File: src/design/acs_pkg.sv
// Package of constants and types for the amplifier configuration and status registers.
package acs_pkg;

	// ============================================================
	// Register map and field positions
	localparam logic [7:0] REG_STATUS = 8'h00;
	localparam logic [7:0] REG_MUTE = 8'h01;
	localparam logic [7:0] REG_SHDN = 8'h02;
	localparam logic [7:0] REG_CONFIG = 8'h03;
	localparam int CFG_MODE_BIT = 4;
	localparam int CFG_GAIN_BIT = 3;
	localparam int CFG_AUTO_DIS_BIT = 2;
	localparam int CFG_INPUT_BIT = 1;
	localparam logic [7:0] CFG_WRITE_MASK = 8'h1E;
	localparam logic [7:0] CFG_RESET = 8'h00;
	localparam logic [7:0] MUTE_WRITE_MASK = 8'h18;
	localparam logic [7:0] MUTE_RESET = 8'h00;
	localparam logic [7:0] SHDN_RESET = 8'h00;
	localparam logic [7:0] SHDN_WRITE_MASK = 8'h01;
	localparam logic [7:0] SHDN_RESET_ALL = 8'hFC;
	localparam int MUTE_LEFT_BIT = 3;
	localparam int MUTE_RIGHT_BIT = 4;
	localparam int SHDN_BIT = 0;
	localparam logic [1:0] SENSE_SETTLE = 2'h3;
	localparam int ST_THERM_BIT = 7;
	localparam int ST_MODE_BIT = 2;

	// ============================================================
	// Bus constants
	localparam logic [6:0] GENERAL_CALL = 7'h00;
	localparam logic [4:0] ADDR_UPPER = 5'h12;

	// ============================================================
	// Types
	typedef enum logic [2:0] {
		ACS_IDLE,
		ACS_ADDR,
		ACS_ACK,
		ACS_WRITE,
		ACS_READ,
		ACS_RACK
	} acs_state_t;

	typedef struct packed {
		logic overtemp;
		logic right_neg_overcurrent;
		logic right_pos_overcurrent;
		logic left_neg_overcurrent;
		logic left_pos_overcurrent;
	} acs_fault_t;

	typedef struct packed {
		logic headphone_mode;
		logic gain_b;
		logic input_2;
		logic right_neg_output_en;
		logic left_neg_output_en;
		logic output_stage_en;
		logic mute_left;
		logic mute_right;
		logic shutdown;
	} acs_amp_ctl_t;

endpackage

File: src/design/acs_regs.sv
// Serial slave port with configuration and status registers of the amplifier.
//
// Functional notes
// - Configuration bit 4 picks speaker (0, default) or headphone (1) mode when bit 2 is set.
// - Configuration bit 3 picks gain setting A (0, default) or B (1).
// - Configuration bit 2 set disables auto detection; sense input then ignored.
// - Configuration bit 1 picks input 1 (0, default) or input 2 (1).
// - On reads the device drives data after address ack, shifting out selected register.
// - Every register reads back, including read-only status at address zero.
// - Interrupt idles high, goes low when headphone sense changes while auto detection is on.
// - Interrupt stays low until master performs a read data operation.
// - Device acknowledges each received byte by pulling data low on ninth clock.
// - General call address is never acknowledged.
// - Only seven-bit addressing; no ten-bit formats are recognised.
// - Status bit 7 reads 1 while die is over the thermal limit.
// - Status bits 6 to 3 report the four output overcurrent conditions.
// - Status bit 2 reports present mode, 0 speaker, 1 headphone.
// - Auto detection in speaker mode forces gain setting A.
// - Headphone mode disables the inverting output of each bridged amplifier.
// - Output stage off above the thermal limit, back on after cooling 15 degrees.
// - Configuration register sits at address 03h, readable and writable.
`timescale 1ns/1ps
`default_nettype none

module acs_regs (
	// Clock and reset
	input wire logic clk_sys,
	input wire logic reset,
	// Serial bus pins
	input wire logic scl_in,
	input wire logic sda_in,
	output logic sda_out,
	output logic sda_oe,
	// Address select strap bits
	input wire logic [1:0] addr_sel,
	// Analog status inputs
	input wire logic headphone_sense_in,
	input wire logic overtemp_trip,
	input wire logic overtemp_clear,
	input wire logic [3:0] overcurrent_in,
	// Outputs
	output logic int_n,
	output acs_pkg::acs_amp_ctl_t amp_ctl
);

	// ============================================================
	// Input synchronisers
	logic [1:0] scl_s_r, sda_s_r, hps_s_r, ott_s_r, otc_s_r;
	logic [3:0] oc_s1_r, oc_s2_r;
	logic scl_d_r, sda_d_r;
	logic [1:0] addr_sel_r;
	logic [1:0] addr_sel_s_r;

	// Bus lines reset to their idle high level, so no false edge follows reset.
	always_ff @(posedge clk_sys or posedge reset) begin
		if (reset) begin
			scl_s_r <= 2'h3;
			sda_s_r <= 2'h3;
			hps_s_r <= 2'h0;
			ott_s_r <= 2'h0;
			otc_s_r <= 2'h0;
			oc_s1_r <= 4'h0;
			oc_s2_r <= 4'h0;
			scl_d_r <= 1'b1;
			sda_d_r <= 1'b1;
		end else begin
			scl_s_r <= {scl_s_r[0], scl_in};
			sda_s_r <= {sda_s_r[0], sda_in};
			hps_s_r <= {hps_s_r[0], headphone_sense_in};
			ott_s_r <= {ott_s_r[0], overtemp_trip};
			otc_s_r <= {otc_s_r[0], overtemp_clear};
			oc_s1_r <= overcurrent_in;
			oc_s2_r <= oc_s1_r;
			scl_d_r <= scl_s_r[1];
			sda_d_r <= sda_s_r[1];
		end
	end

	// The strap may be wired to a bus line, so it is synchronised like any other pin.
	always_ff @(posedge clk_sys) begin
		addr_sel_s_r <= addr_sel;
		addr_sel_r <= addr_sel_s_r;
	end

	logic scl, sda, scl_rise, scl_fall, start_cond, stop_cond;
	assign scl = scl_s_r[1];
	assign sda = sda_s_r[1];
	assign scl_rise = scl && !scl_d_r;
	assign scl_fall = !scl && scl_d_r;
	// Start and stop need the clock high on two samples, so a data change at a clock edge is ignored.
	assign start_cond = scl && scl_d_r && sda_d_r && !sda;
	assign stop_cond = scl && scl_d_r && !sda_d_r && sda;

	// ============================================================
	// Serial protocol engine
	acs_pkg::acs_state_t state_r;
	logic [7:0] shift_r, tx_r, ptr_r;
	logic [3:0] bit_cnt_r;
	logic is_read_r, have_ptr_r, addr_hit_r, read_done_r, wr_stb_r;
	logic [7:0] wr_data_r;
	logic [7:0] rd_data;
	logic [6:0] my_addr;
	assign my_addr = {acs_pkg::ADDR_UPPER, addr_sel_r};

	always_ff @(posedge clk_sys or posedge reset) begin
		if (reset) begin
			state_r <= acs_pkg::ACS_IDLE;
			shift_r <= 8'h00;
			tx_r <= 8'h00;
			ptr_r <= 8'h00;
			bit_cnt_r <= 4'h0;
			is_read_r <= 1'b0;
			have_ptr_r <= 1'b0;
			addr_hit_r <= 1'b0;
			read_done_r <= 1'b0;
			wr_stb_r <= 1'b0;
			wr_data_r <= 8'h00;
			sda_oe <= 1'b0;
		end else begin
			wr_stb_r <= 1'b0;
			read_done_r <= 1'b0;
			if (start_cond) begin
				state_r <= acs_pkg::ACS_ADDR;
				bit_cnt_r <= 4'h0;
				have_ptr_r <= 1'b0;
				sda_oe <= 1'b0;
			end else if (stop_cond) begin
				state_r <= acs_pkg::ACS_IDLE;
				sda_oe <= 1'b0;
			end else begin
				unique case (state_r)
				acs_pkg::ACS_IDLE: begin
					sda_oe <= 1'b0;
				end
				acs_pkg::ACS_ADDR, acs_pkg::ACS_WRITE: begin
					// Data is taken on the rising clock edge, where the bus keeps it stable.
					if (scl_rise) begin
						shift_r <= {shift_r[6:0], sda};
						bit_cnt_r <= bit_cnt_r + 4'h1;
					end else if (scl_fall && bit_cnt_r == 4'h8) begin
						// Eight bits are in; the ninth clock is the acknowledge.
						bit_cnt_r <= 4'h0;
						if (state_r == acs_pkg::ACS_ADDR) begin
							// Seven-bit match only; general call never matches.
							if (shift_r[7:1] == my_addr && my_addr != acs_pkg::GENERAL_CALL) begin
								is_read_r <= shift_r[0];
								// The register is captured now, so its first bit is ready after the ack.
								tx_r <= rd_data;
								sda_oe <= 1'b1;
								state_r <= acs_pkg::ACS_ACK;
							end else begin
								state_r <= acs_pkg::ACS_IDLE;
							end
						end else begin
							// First byte is the pointer, the next is data.
							if (!have_ptr_r) begin
								ptr_r <= shift_r;
								have_ptr_r <= 1'b1;
							end else begin
								wr_data_r <= shift_r;
								wr_stb_r <= 1'b1;
							end
							sda_oe <= 1'b1;
							state_r <= acs_pkg::ACS_ACK;
						end
					end
				end
				acs_pkg::ACS_ACK: begin
					if (scl_fall) begin
						if (is_read_r) begin
							// Take over the line and shift out the selected register.
							sda_oe <= !tx_r[7];
							tx_r <= {tx_r[6:0], 1'b0};
							bit_cnt_r <= 4'h1;
							state_r <= acs_pkg::ACS_READ;
						end else begin
							sda_oe <= 1'b0;
							state_r <= acs_pkg::ACS_WRITE;
						end
					end
				end
				acs_pkg::ACS_READ: begin
					if (scl_fall) begin
						if (bit_cnt_r == 4'h8) begin
							sda_oe <= 1'b0;
							read_done_r <= 1'b1;
							state_r <= acs_pkg::ACS_RACK;
						end else begin
							sda_oe <= !tx_r[7];
							tx_r <= {tx_r[6:0], 1'b0};
							bit_cnt_r <= bit_cnt_r + 4'h1;
						end
					end
				end
				acs_pkg::ACS_RACK: begin
					// A master ack repeats the same register; a nack ends the read.
					if (scl_rise) begin
						if (sda) begin
							state_r <= acs_pkg::ACS_IDLE;
						end else begin
							tx_r <= rd_data;
							is_read_r <= 1'b1;
						end
					end else if (scl_fall && !is_read_r) begin
						state_r <= acs_pkg::ACS_IDLE;
					end else if (scl_fall) begin
						sda_oe <= !tx_r[7];
						tx_r <= {tx_r[6:0], 1'b0};
						bit_cnt_r <= 4'h1;
						state_r <= acs_pkg::ACS_READ;
					end
				end
				default: begin
					// Unused state codes fall back to idle with the line released.
					state_r <= acs_pkg::ACS_IDLE;
					sda_oe <= 1'b0;
				end
				endcase
			end
		end
	end

	// The pin only ever pulls low; the enable alone decides whether it drives.
	always_ff @(posedge clk_sys or posedge reset) begin
		if (reset) begin
			sda_out <= 1'b0;
		end else begin
			sda_out <= 1'b0;
		end
	end

	// ============================================================
	// Registers
	logic [7:0] cfg_r, mute_r, shdn_r;

	// A write lands one cycle after its data byte is taken, while the ack still stands.
	always_ff @(posedge clk_sys or posedge reset) begin
		if (reset) begin
			cfg_r <= acs_pkg::CFG_RESET;
			mute_r <= acs_pkg::MUTE_RESET;
			shdn_r <= acs_pkg::SHDN_RESET;
		end else if (wr_stb_r) begin
			if (ptr_r == acs_pkg::REG_CONFIG) begin
				cfg_r <= wr_data_r & acs_pkg::CFG_WRITE_MASK;
			end else if (ptr_r == acs_pkg::REG_MUTE) begin
				mute_r <= wr_data_r & acs_pkg::MUTE_WRITE_MASK;
			end else if (ptr_r == acs_pkg::REG_SHDN) begin
				// Bits 7 to 2 all high return every register to its default.
				if ((wr_data_r & acs_pkg::SHDN_RESET_ALL) == acs_pkg::SHDN_RESET_ALL) begin
					cfg_r <= acs_pkg::CFG_RESET;
					mute_r <= acs_pkg::MUTE_RESET;
					shdn_r <= acs_pkg::SHDN_RESET;
				end else begin
					shdn_r <= wr_data_r & acs_pkg::SHDN_WRITE_MASK;
				end
			end
		end
	end

	// ============================================================
	// Mode, thermal and status
	logic auto_dis, hp_mode, thermal_r;
	assign auto_dis = cfg_r[acs_pkg::CFG_AUTO_DIS_BIT];
	assign hp_mode = auto_dis ? cfg_r[acs_pkg::CFG_MODE_BIT] : hps_s_r[1];

	always_ff @(posedge clk_sys or posedge reset) begin
		if (reset) begin
			thermal_r <= 1'b0;
		end else if (ott_s_r[1]) begin
			// Trip wins over clear, so the stage stays off while the die is still hot.
			thermal_r <= 1'b1;
		end else if (otc_s_r[1]) begin
			thermal_r <= 1'b0;
		end
	end

	acs_pkg::acs_fault_t faults;
	assign faults = {thermal_r, oc_s2_r};
	// Status bits 6 to 2 show live conditions; bit 7 holds a trip until clear, and the interrupt remembers an event.
	logic [7:0] status;
	assign status = {faults, hp_mode, 2'b00};

	// Unmapped addresses read as zero.
	always_comb begin
		unique case (ptr_r)
		acs_pkg::REG_STATUS: rd_data = status;
		acs_pkg::REG_MUTE: rd_data = mute_r;
		acs_pkg::REG_SHDN: rd_data = shdn_r;
		acs_pkg::REG_CONFIG: rd_data = cfg_r;
		default: rd_data = 8'h00;
		endcase
	end

	// ============================================================
	// Interrupt
	logic auto_detect_disable_r;
	logic [1:0] settle_r;

	// Edges are ignored until the sense chain has filled, so a headphone that is
	// already plugged in at reset does not look like an insertion.
	always_ff @(posedge clk_sys or posedge reset) begin
		if (reset) begin
			auto_detect_disable_r <= 1'b0;
			settle_r <= 2'h0;
			int_n <= 1'b1;
		end else begin
			auto_detect_disable_r <= hps_s_r[1];
			if (settle_r != acs_pkg::SENSE_SETTLE) begin
				settle_r <= settle_r + 2'h1;
			end
			// A new sense change wins over a read in the same cycle.
			if (settle_r == acs_pkg::SENSE_SETTLE && !auto_dis && hps_s_r[1] != auto_detect_disable_r) begin
				int_n <= 1'b0;
			end else if (read_done_r) begin
				int_n <= 1'b1;
			end
		end
	end

	// ============================================================
	// Amplifier control outputs
	// Every control output is registered, so the analog side sees clean levels.
	always_ff @(posedge clk_sys or posedge reset) begin
		if (reset) begin
			amp_ctl <= '0;
		end else begin
			amp_ctl.headphone_mode <= hp_mode;
			// Auto detection in speaker mode overrides the stored gain choice.
			amp_ctl.gain_b <= (!auto_dis && !hp_mode) ? 1'b0 : cfg_r[acs_pkg::CFG_GAIN_BIT];
			amp_ctl.input_2 <= cfg_r[acs_pkg::CFG_INPUT_BIT];
			amp_ctl.right_neg_output_en <= !hp_mode;
			amp_ctl.left_neg_output_en <= !hp_mode;
			amp_ctl.output_stage_en <= !thermal_r;
			amp_ctl.mute_left <= mute_r[acs_pkg::MUTE_LEFT_BIT];
			amp_ctl.mute_right <= mute_r[acs_pkg::MUTE_RIGHT_BIT];
			amp_ctl.shutdown <= shdn_r[acs_pkg::SHDN_BIT];
		end
	end

endmodule

`default_nettype wire

File: config.mk
export PLATFORM = sky130hd
export DESIGN_NAME = acs_regs
export DESIGN_NICKNAME = d
export VERILOG_FILES = /design/src/design/acs_pkg.sv /design/src/design/acs_regs.sv
export SDC_FILE = /design/constraint.sdc
export NUM_CORES = 1
export LEC_CHECK = 0
export BUFFER_PORTS_ARGS = -buffer_cell sky130_fd_sc_hd__buf_2
export CAP_MARGIN = 0
export CORE_UTILIZATION = 35
export DETAILED_ROUTE_END_ITERATION = 12
export SYNTH_ARGS = -nofsm -noshare
export SYNTH_HDL_FRONTEND = slang
export SYNTH_SLANG_ARGS = --single-unit
File: constraint.sdc
create_clock -name clk_sys -period 2.7 [get_ports clk_sys]
set_input_delay 0.405 -clock clk_sys [delete_from_list [all_inputs] [get_ports clk_sys]]
set_output_delay 0.405 -clock clk_sys [all_outputs]
set_load 0.005 [all_outputs]
==> results of run 1 <==
-- metrics by stage --
| step | util | cell area (um^2) | setup slack (ns) |
|---|---|---|---|
| after floorplan | - | 3840 | 0.1414 |
| after global placement | 0.3954 | 4136 | 0.3251 |
| after detailed placement | 0.3954 | 4136 | 0.2632 |
| after CTS | 0.4152 | 4344 | 0.2474 |
| after global routing | 0.4152 | 4344 | 0.01965 |
| final | 0.4152 | 4344 | 0.2818 |
-- per-layer routing --
layer	up-vias	wire, um	track usage	share of wire
li1	1209	-	-	-
met1	1229	3533	0.2048	0.49
met2	68	3275	0.2065	0.45
met3	10	288	0.03100	0.040
met4	0	104	0.04697	0.014
met5	-	0	0	0
-- cells by family after synthesis --
group | after synthesis
AO/OA/AOI/OAI | 66
adder cells (fa/ha/maj) | 6
AND/OR/NAND/NOR | 86
flip-flops | 88
other | 1
multiplexers | 40
XOR/XNOR | 6
buffers and inverters | 30
-- worst paths after layout --
check | from | endpoint | depth (start not counted)
min in group clk_sys | sda_in | sda_s_r[0] | 1
setup / recovery | scl_d_r | ptr_r[7] | 6
max in group asynchronous | reset | sda_d_r | 3
hold reg to reg | addr_sel_s_r[1] | addr_sel_r[1] | 0
hold / removal | reset | state_r[0] | 2
setup reg to reg | scl_d_r | ptr_r[7] | 6
-- sequential cells by signal, indices dropped and copies added (netlist names), 2 cells and up --
signal and count:
otc_s_r 2, shift_r 8, oc_s2_r 4, sda_s_r 2
oc_s1_r 4, addr_sel_r 2, state_r 3, wr_data_r 8
scl_s_r 2, settle_r 2, ptr_r 8, mute_r 2
amp_ctl 8, cfg_r 4, bit_cnt_r 4, ott_s_r 2
hps_s_r 2, addr_sel_s_r 2, tx_r 8
-- final cells by class --
type	count	area (um^2)	area share
Inverter	15	57.56	0.01325
Clock buffer	9	123.9	0.02851
Timing Repair Buffer	32	195.2	0.04493
Clock inverter	7	83.83	0.01930
Tap cell	136	170.2	0.03917
Sequential cell	88	2191	0.5043
Multi-Input combinational cell	205	1523	0.3505
-- worst reg2reg max path: stages, from the launching register on --
cell	delay [ns]
dfstp_2	0.55
ha_1	0.34
nand4b_1	0.22
nor4_2	0.38
nand2_1	0.11
nor2_2	0.32
mux2_2	0.38
-- power by group --
part	internal (mW)	leakage (nW)	switching [mW]
sequential	1.41	1.12	0.0832
combinational	0.114	0.759	0.130
clock	0.449	0.108	0.509
-- cells in the final DEF, fill, tap and decap left out, drive strengths merged, types with 3 or more instances in the layout --
master   n
a21boi   3
a21oi   16
a22o     7
buf     32
clkbuf   9
dfrtp   77
dfstp    7
dfxtp    4
ha       6
inv     19
mux2    36
mux2i    4
nand2   22
nand2b   6
nand3    6
nand4    4
nor2    17
nor2b    4
nor3     4
nor3b    4
nor4     6
o21ai   14
o22ai    3
o31ai    3
xor2     4
==> flow_summary.json, run 1 <==
{
  "slowest_delay_ns": 0.55,
  "drcViolationCount": 0,
  "synth_fa_ha_area_frac": 0.01955,
  "clk_path_buf_depth": 2,
  "syn_area_um2": 3840,
  "synthToLayoutAreaGrowth_pct": 13.13,
  "synth_top_area_frac": 0.5018,
  "grt_pass1_vias": 2460,
  "layout-drive-gt1-share": 0.2809,
  "cap_viol_max_count": 0,
  "synthMuxAreaShare": 0.1160,
  "slew_headroom": 0.5886,
  "seq_area_frac_synth": 0.5705,
  "p_per_area_nw_per_um2": 619.7,
  "synth_nets": 342,
  "required_ns": 2.94,
  "fin_cells": 492,
  "avgRoutedWirePerCell_um": 14.64,
  "dpl.cell_count": 476,
  "worst_pin_slew_ns": 0.6172,
  "root_buffer": "clkbuf_8",
  "clock_latency_ns": 0.36,
  "finalSetupViolations": 0,
  "worst_ep_arrival_time_ns": 2.66,
  "row_count": 37,
  "r2r_slack_ns": 0.28,
  "grt_max_degree": 57,
  "antenna_found_initial": 0,
  "synth.most_common_cell": "dfrtp_1",
  "wl_um": 7201,
  "clock_skew_ns": 0.005858,
  "grt_pass1_wl_um": 12390,
  "cp_slowest_cell": "dfstp_2",
  "fmax_mhz": 413.5,
  "finalHoldWorstSlack_ns": 0.05397,
  "grt_overflow": 0,
  "ys_ff_latch": 88,
  "drt_iter0_drc": 188,
  "cts_setup_buffers": 0,
  "synth_cell_types": 56,
  "ctsHoldBuffers": 0,
  "power_mw": 2.692,
  "core_area_um2": 10460,
  "yosys.area_share.simple": 0.1297,
  "tns_ns": 0,
  "die-area_um2": 11390,
  "vias": 2516,
  "antenna_cells": 0,
  "cts.repair.resized": 0,
  "hold_viol_final": 0,
  "status": "finished clean",
  "clkTransAtPathRegs_ns": 0.09,
  "path_class": "flip-flop to flip-flop",
  "synthCells": 323,
  "place_hpwl_um": 5030,
  "fin_crit_sh": 0.8956,
  "cp-end-kind": "flip-flop",
  "syn-mean-instance-area_um2": 11.89,
  "synth_top_flop_cell": "dfrtp_1",
  "ctsHtreeMaxLevel": 3,
  "finalCriticalPeriod_ns": 2.418,
  "die_height_um": 106.7,
  "async_flop_share": 0.9545,
  "gp_congestion": 0.8209,
  "critPathBufInv": 0,
  "synthTopCellsByArea": "dfrtp_1 50%, mux2_2 11%, dfstp_2 4.8%, nand2_1 2.2%, dfxtp_1 2.1%",
  "nFillCells": 1020,
  "p_leak_nw": 1.988,
  "yosys_warnings": 0,
  "hold_class": "input pin to async pin",
  "critPathMaxFanout": 10,
  "cts_tree": "yes",
  "start_kind": "flip-flop",
  "synth_compound_area_frac": 0.1167,
  "slew_viol_final": 0,
  "max-vdd-ir-drop_mv": 0.3684,
  "cts_buffers": 9,
  "port_buffers": 23,
  "crit_chain": "ha_1 > nand4b_1 > nor4_2 > nand2_1 > nor2_2 > mux2_2",
  "ant_nets": 0,
  "yosysTopAreaCell": "dfrtp_1",
  "rsz0062_at_grt": "false",
  "cp_top_family": "simple AND/OR/NAND/NOR gates",
  "synth_top_family_by_area": "simple AND/OR/NAND/NOR gates",
  "start_util": 0.3670,
  "dr.pass1.iters": 4,
  "synth_xor_area_frac": 0.01369,
  "synth_common_cells": "77 x dfrtp_1, 36 x mux2_2, 22 x nand2_1",
  "grtUsageTotal": 0.1406,
  "via_per_inst": 5.114,
  "ios": 25,
  "finalNetCount": 370,
  "clock_sinks": 88,
  "die_x_um": 106.7,
  "synth_edf_count": 0
}
No activity file was read; power rests on OpenSTA's default activity.
==> inputs of run 2 (changes only) <==
--- a/config.mk
+++ b/config.mk
@@ -10,4 +10,5 @@
 export CORE_UTILIZATION = 35
 export DETAILED_ROUTE_END_ITERATION = 12
+export PLACE_DENSITY = 0.49
 export SYNTH_ARGS = -nofsm -noshare
 export SYNTH_HDL_FRONTEND = slang
==> constraint.sdc (replaced) <==
create_clock -name clk_sys -period 2.5 [get_ports clk_sys]
set_input_delay 0.375 -clock clk_sys [delete_from_list [all_inputs] [get_ports clk_sys]]
set_output_delay 0.375 -clock clk_sys [all_outputs]
set_load 0.1 [all_outputs]
==> run 2 against run 1 <==
  * Register-to-register slack got worse by 0.03 ns
  * Sequential cell count is the same
  * Clock-buffer cell count is 3 higher
  * First-iteration DRC count shrank 32%
  * Combinational power grew 25%
  * Routed wire length increased by 3.6%
  * Clock skew rose by 0.0039 ns
  * Global-route usage grew 0.54 points
  * Final cell count grew 1.0%
  * Maximum frequency grew 7.7%
  * Via count hardly changed
==> flow_summary.json, run 2 (synthesis results as in run 1) <==
{
  "grt_pass1_vias": 2472,
  "finalNetCount": 375,
  "die_height_um": 106.7,
  "slew_headroom": 0.5817,
  "row_count": 37,
  "synthToLayoutAreaGrowth_pct": 14.14,
  "hold_class": "input pin to async pin",
  "timing.rr.end": "ptr_r[3]",
  "finalCriticalPeriod_ns": 2.246,
  "ctsHoldBuffers": 0,
  "worst_ep_arrival_time_ns": 2.48,
  "cts.repair.resized": 0,
  "reg2reg_depth": 6,
  "cts_setup_buffers": 0,
  "worst_pin_slew_ns": 0.6261,
  "start_util": 0.3670,
  "ctsHtreeMaxLevel": 3,
  "start_kind": "flip-flop",
  "multi_input_area_um2": 1523,
  "grt_max_degree": 39,
  "vias": 2518,
  "critPathMaxFanout": 13,
  "wl_um": 7459,
  "ant_nets": 0,
  "via_per_inst": 5.066,
  "fmax_mhz": 445.2,
  "die-area_um2": 11390,
  "drt_iter0_drc": 127,
  "p_leak_nw": 2.005,
  "place_hpwl_um": 5304,
  "ios": 25,
  "grt_pass1_wl_um": 12670,
  "hold_viol_final": 0,
  "seqCellArea_um2": 2191,
  "port_buffers": 23,
  "worstSetupStartpoint": "scl_d_r",
  "post-place-ws_ns": 0.2558,
  "status": "finished clean",
  "antenna_found_initial": 0,
  "rsz0062_at_grt": "false",
  "cp-end-kind": "flip-flop",
  "power_mw": 2.921,
  "clock_skew_ns": 0.009767,
  "p_per_area_nw_per_um2": 666.4,
  "clkTransAtPathRegs_ns": 0.09,
  "gp_congestion": 0.8047,
  "slew_viol_final": 0,
  "clock_sinks": 88,
  "antenna_cells": 0,
  "root_buffer": "clkbuf_8",
  "finalSetupViolations": 0,
  "grt_overflow": 0,
  "core_area_um2": 10460,
  "cap_viol_max_count": 0,
  "drcViolationCount": 0,
  "required_ns": 2.74,
  "layout_common_cells": "77 x dfrtp_1, 36 x mux2_2, 23 x buf_2",
  "die_x_um": 106.7,
  "final_util": 0.4189,
  "clock_latency_ns": 0.35,
  "clk_path_buf_depth": 2,
  "path_class": "flip-flop to flip-flop",
  "cts_buffers": 9,
  "r2r_slack_ns": 0.25,
  "layout_setup_ws_ns": 0.2540,
  "max-vdd-ir-drop_mv": 0.4525,
  "grtUsageTotal": 0.1460,
  "rr_startpoint": "scl_d_r",
  "avgRoutedWirePerCell_um": 15.01,
  "nFillCells": 1048,
  "tns_ns": 0,
  "fin_crit_sh": 0.8984,
  "cts_tree": "yes",
  "dr.pass1.iters": 5,
  "layout-drive-gt1-share": 0.2881,
  "layout_commonest_cell": "dfrtp_1"
}
## run 2: changes by cell type in the layout (fill, tap and decap cells not counted)
cell | previous run | this run
clkinvlp_4 | 0 | 2
clkbuf_1 | 0 | 1
inv_6 | 3 | 1
clkbuf_8 | 9 | 11
buf_4 | 8 | 13
clkinv_2 | 2 | 1
inv_8 | 2 | 0
## run 2: power breakdown
group / switching [mW] / internal, mW / total [mW] / leakage [nW]
combinational: 0.183 / 0.124 / 0.307 / 0.781
clock: 0.489 / 0.519 / 1.01 / 0.103
sequential: 0.0882 / 1.52 / 1.61 / 1.12
## run 2: worst max-delay path, stage by stage, from the launching register on
cell	delay, ns
dfstp_2	0.55
inv_1	0.04
ha_1	0.31
nor4_2	0.42
nand2_1	0.11
nor2_2	0.33
mux2_2	0.38
## run 2: layout make-up
| class | count | area share |
|---|---|---|
| clock buffers | 12 | 0.03540 |
| repair buffers | 37 | 0.05310 |
| flip-flops and latches | 88 | 0.4999 |
| inverters | 15 | 0.01370 |
| clock inverters | 4 | 0.01170 |
| well taps | 136 | 0.03882 |
| multi-input cells | 205 | 0.3474 |
## run 2: metrics by stage
| step | cell area, um^2 | std cells | hold WS [ns] |
|---|---|---|---|
| floorplan | 3844 | 323 | 0.3096 |
| global placement | 4177 | 481 | 0.3119 |
| detailed placement | 4177 | 481 | 0.3121 |
| CTS | 4383 | 497 | 0.09527 |
| global route | 4383 | 497 | 0.07661 |
| finish | 4383 | 497 | 0.08786 |
## run 2: metal layers
metal	track usage	vias up	routed length [um]
met4	0.05088	0	123
met2	0.2147	67	3335
li1	-	1220	-
met1	0.2030	1221	3639
met3	0.04498	10	362
met5	0	-	0
## run 2: worst max-delay path by stage
stage | to | depth (start not counted) | slack (ns)
finish | ptr_r[3] | 6 | 0.25
global route | ptr_r[3] | 6 | 0.10
CTS | ptr_r[3] | 6 | 0.24
detailed placement | ptr_r[1] | 6 | 0.26
global placement | ptr_r[7] | 6 | 0.29
floorplan | tx_r[0] | 7 | 0.21
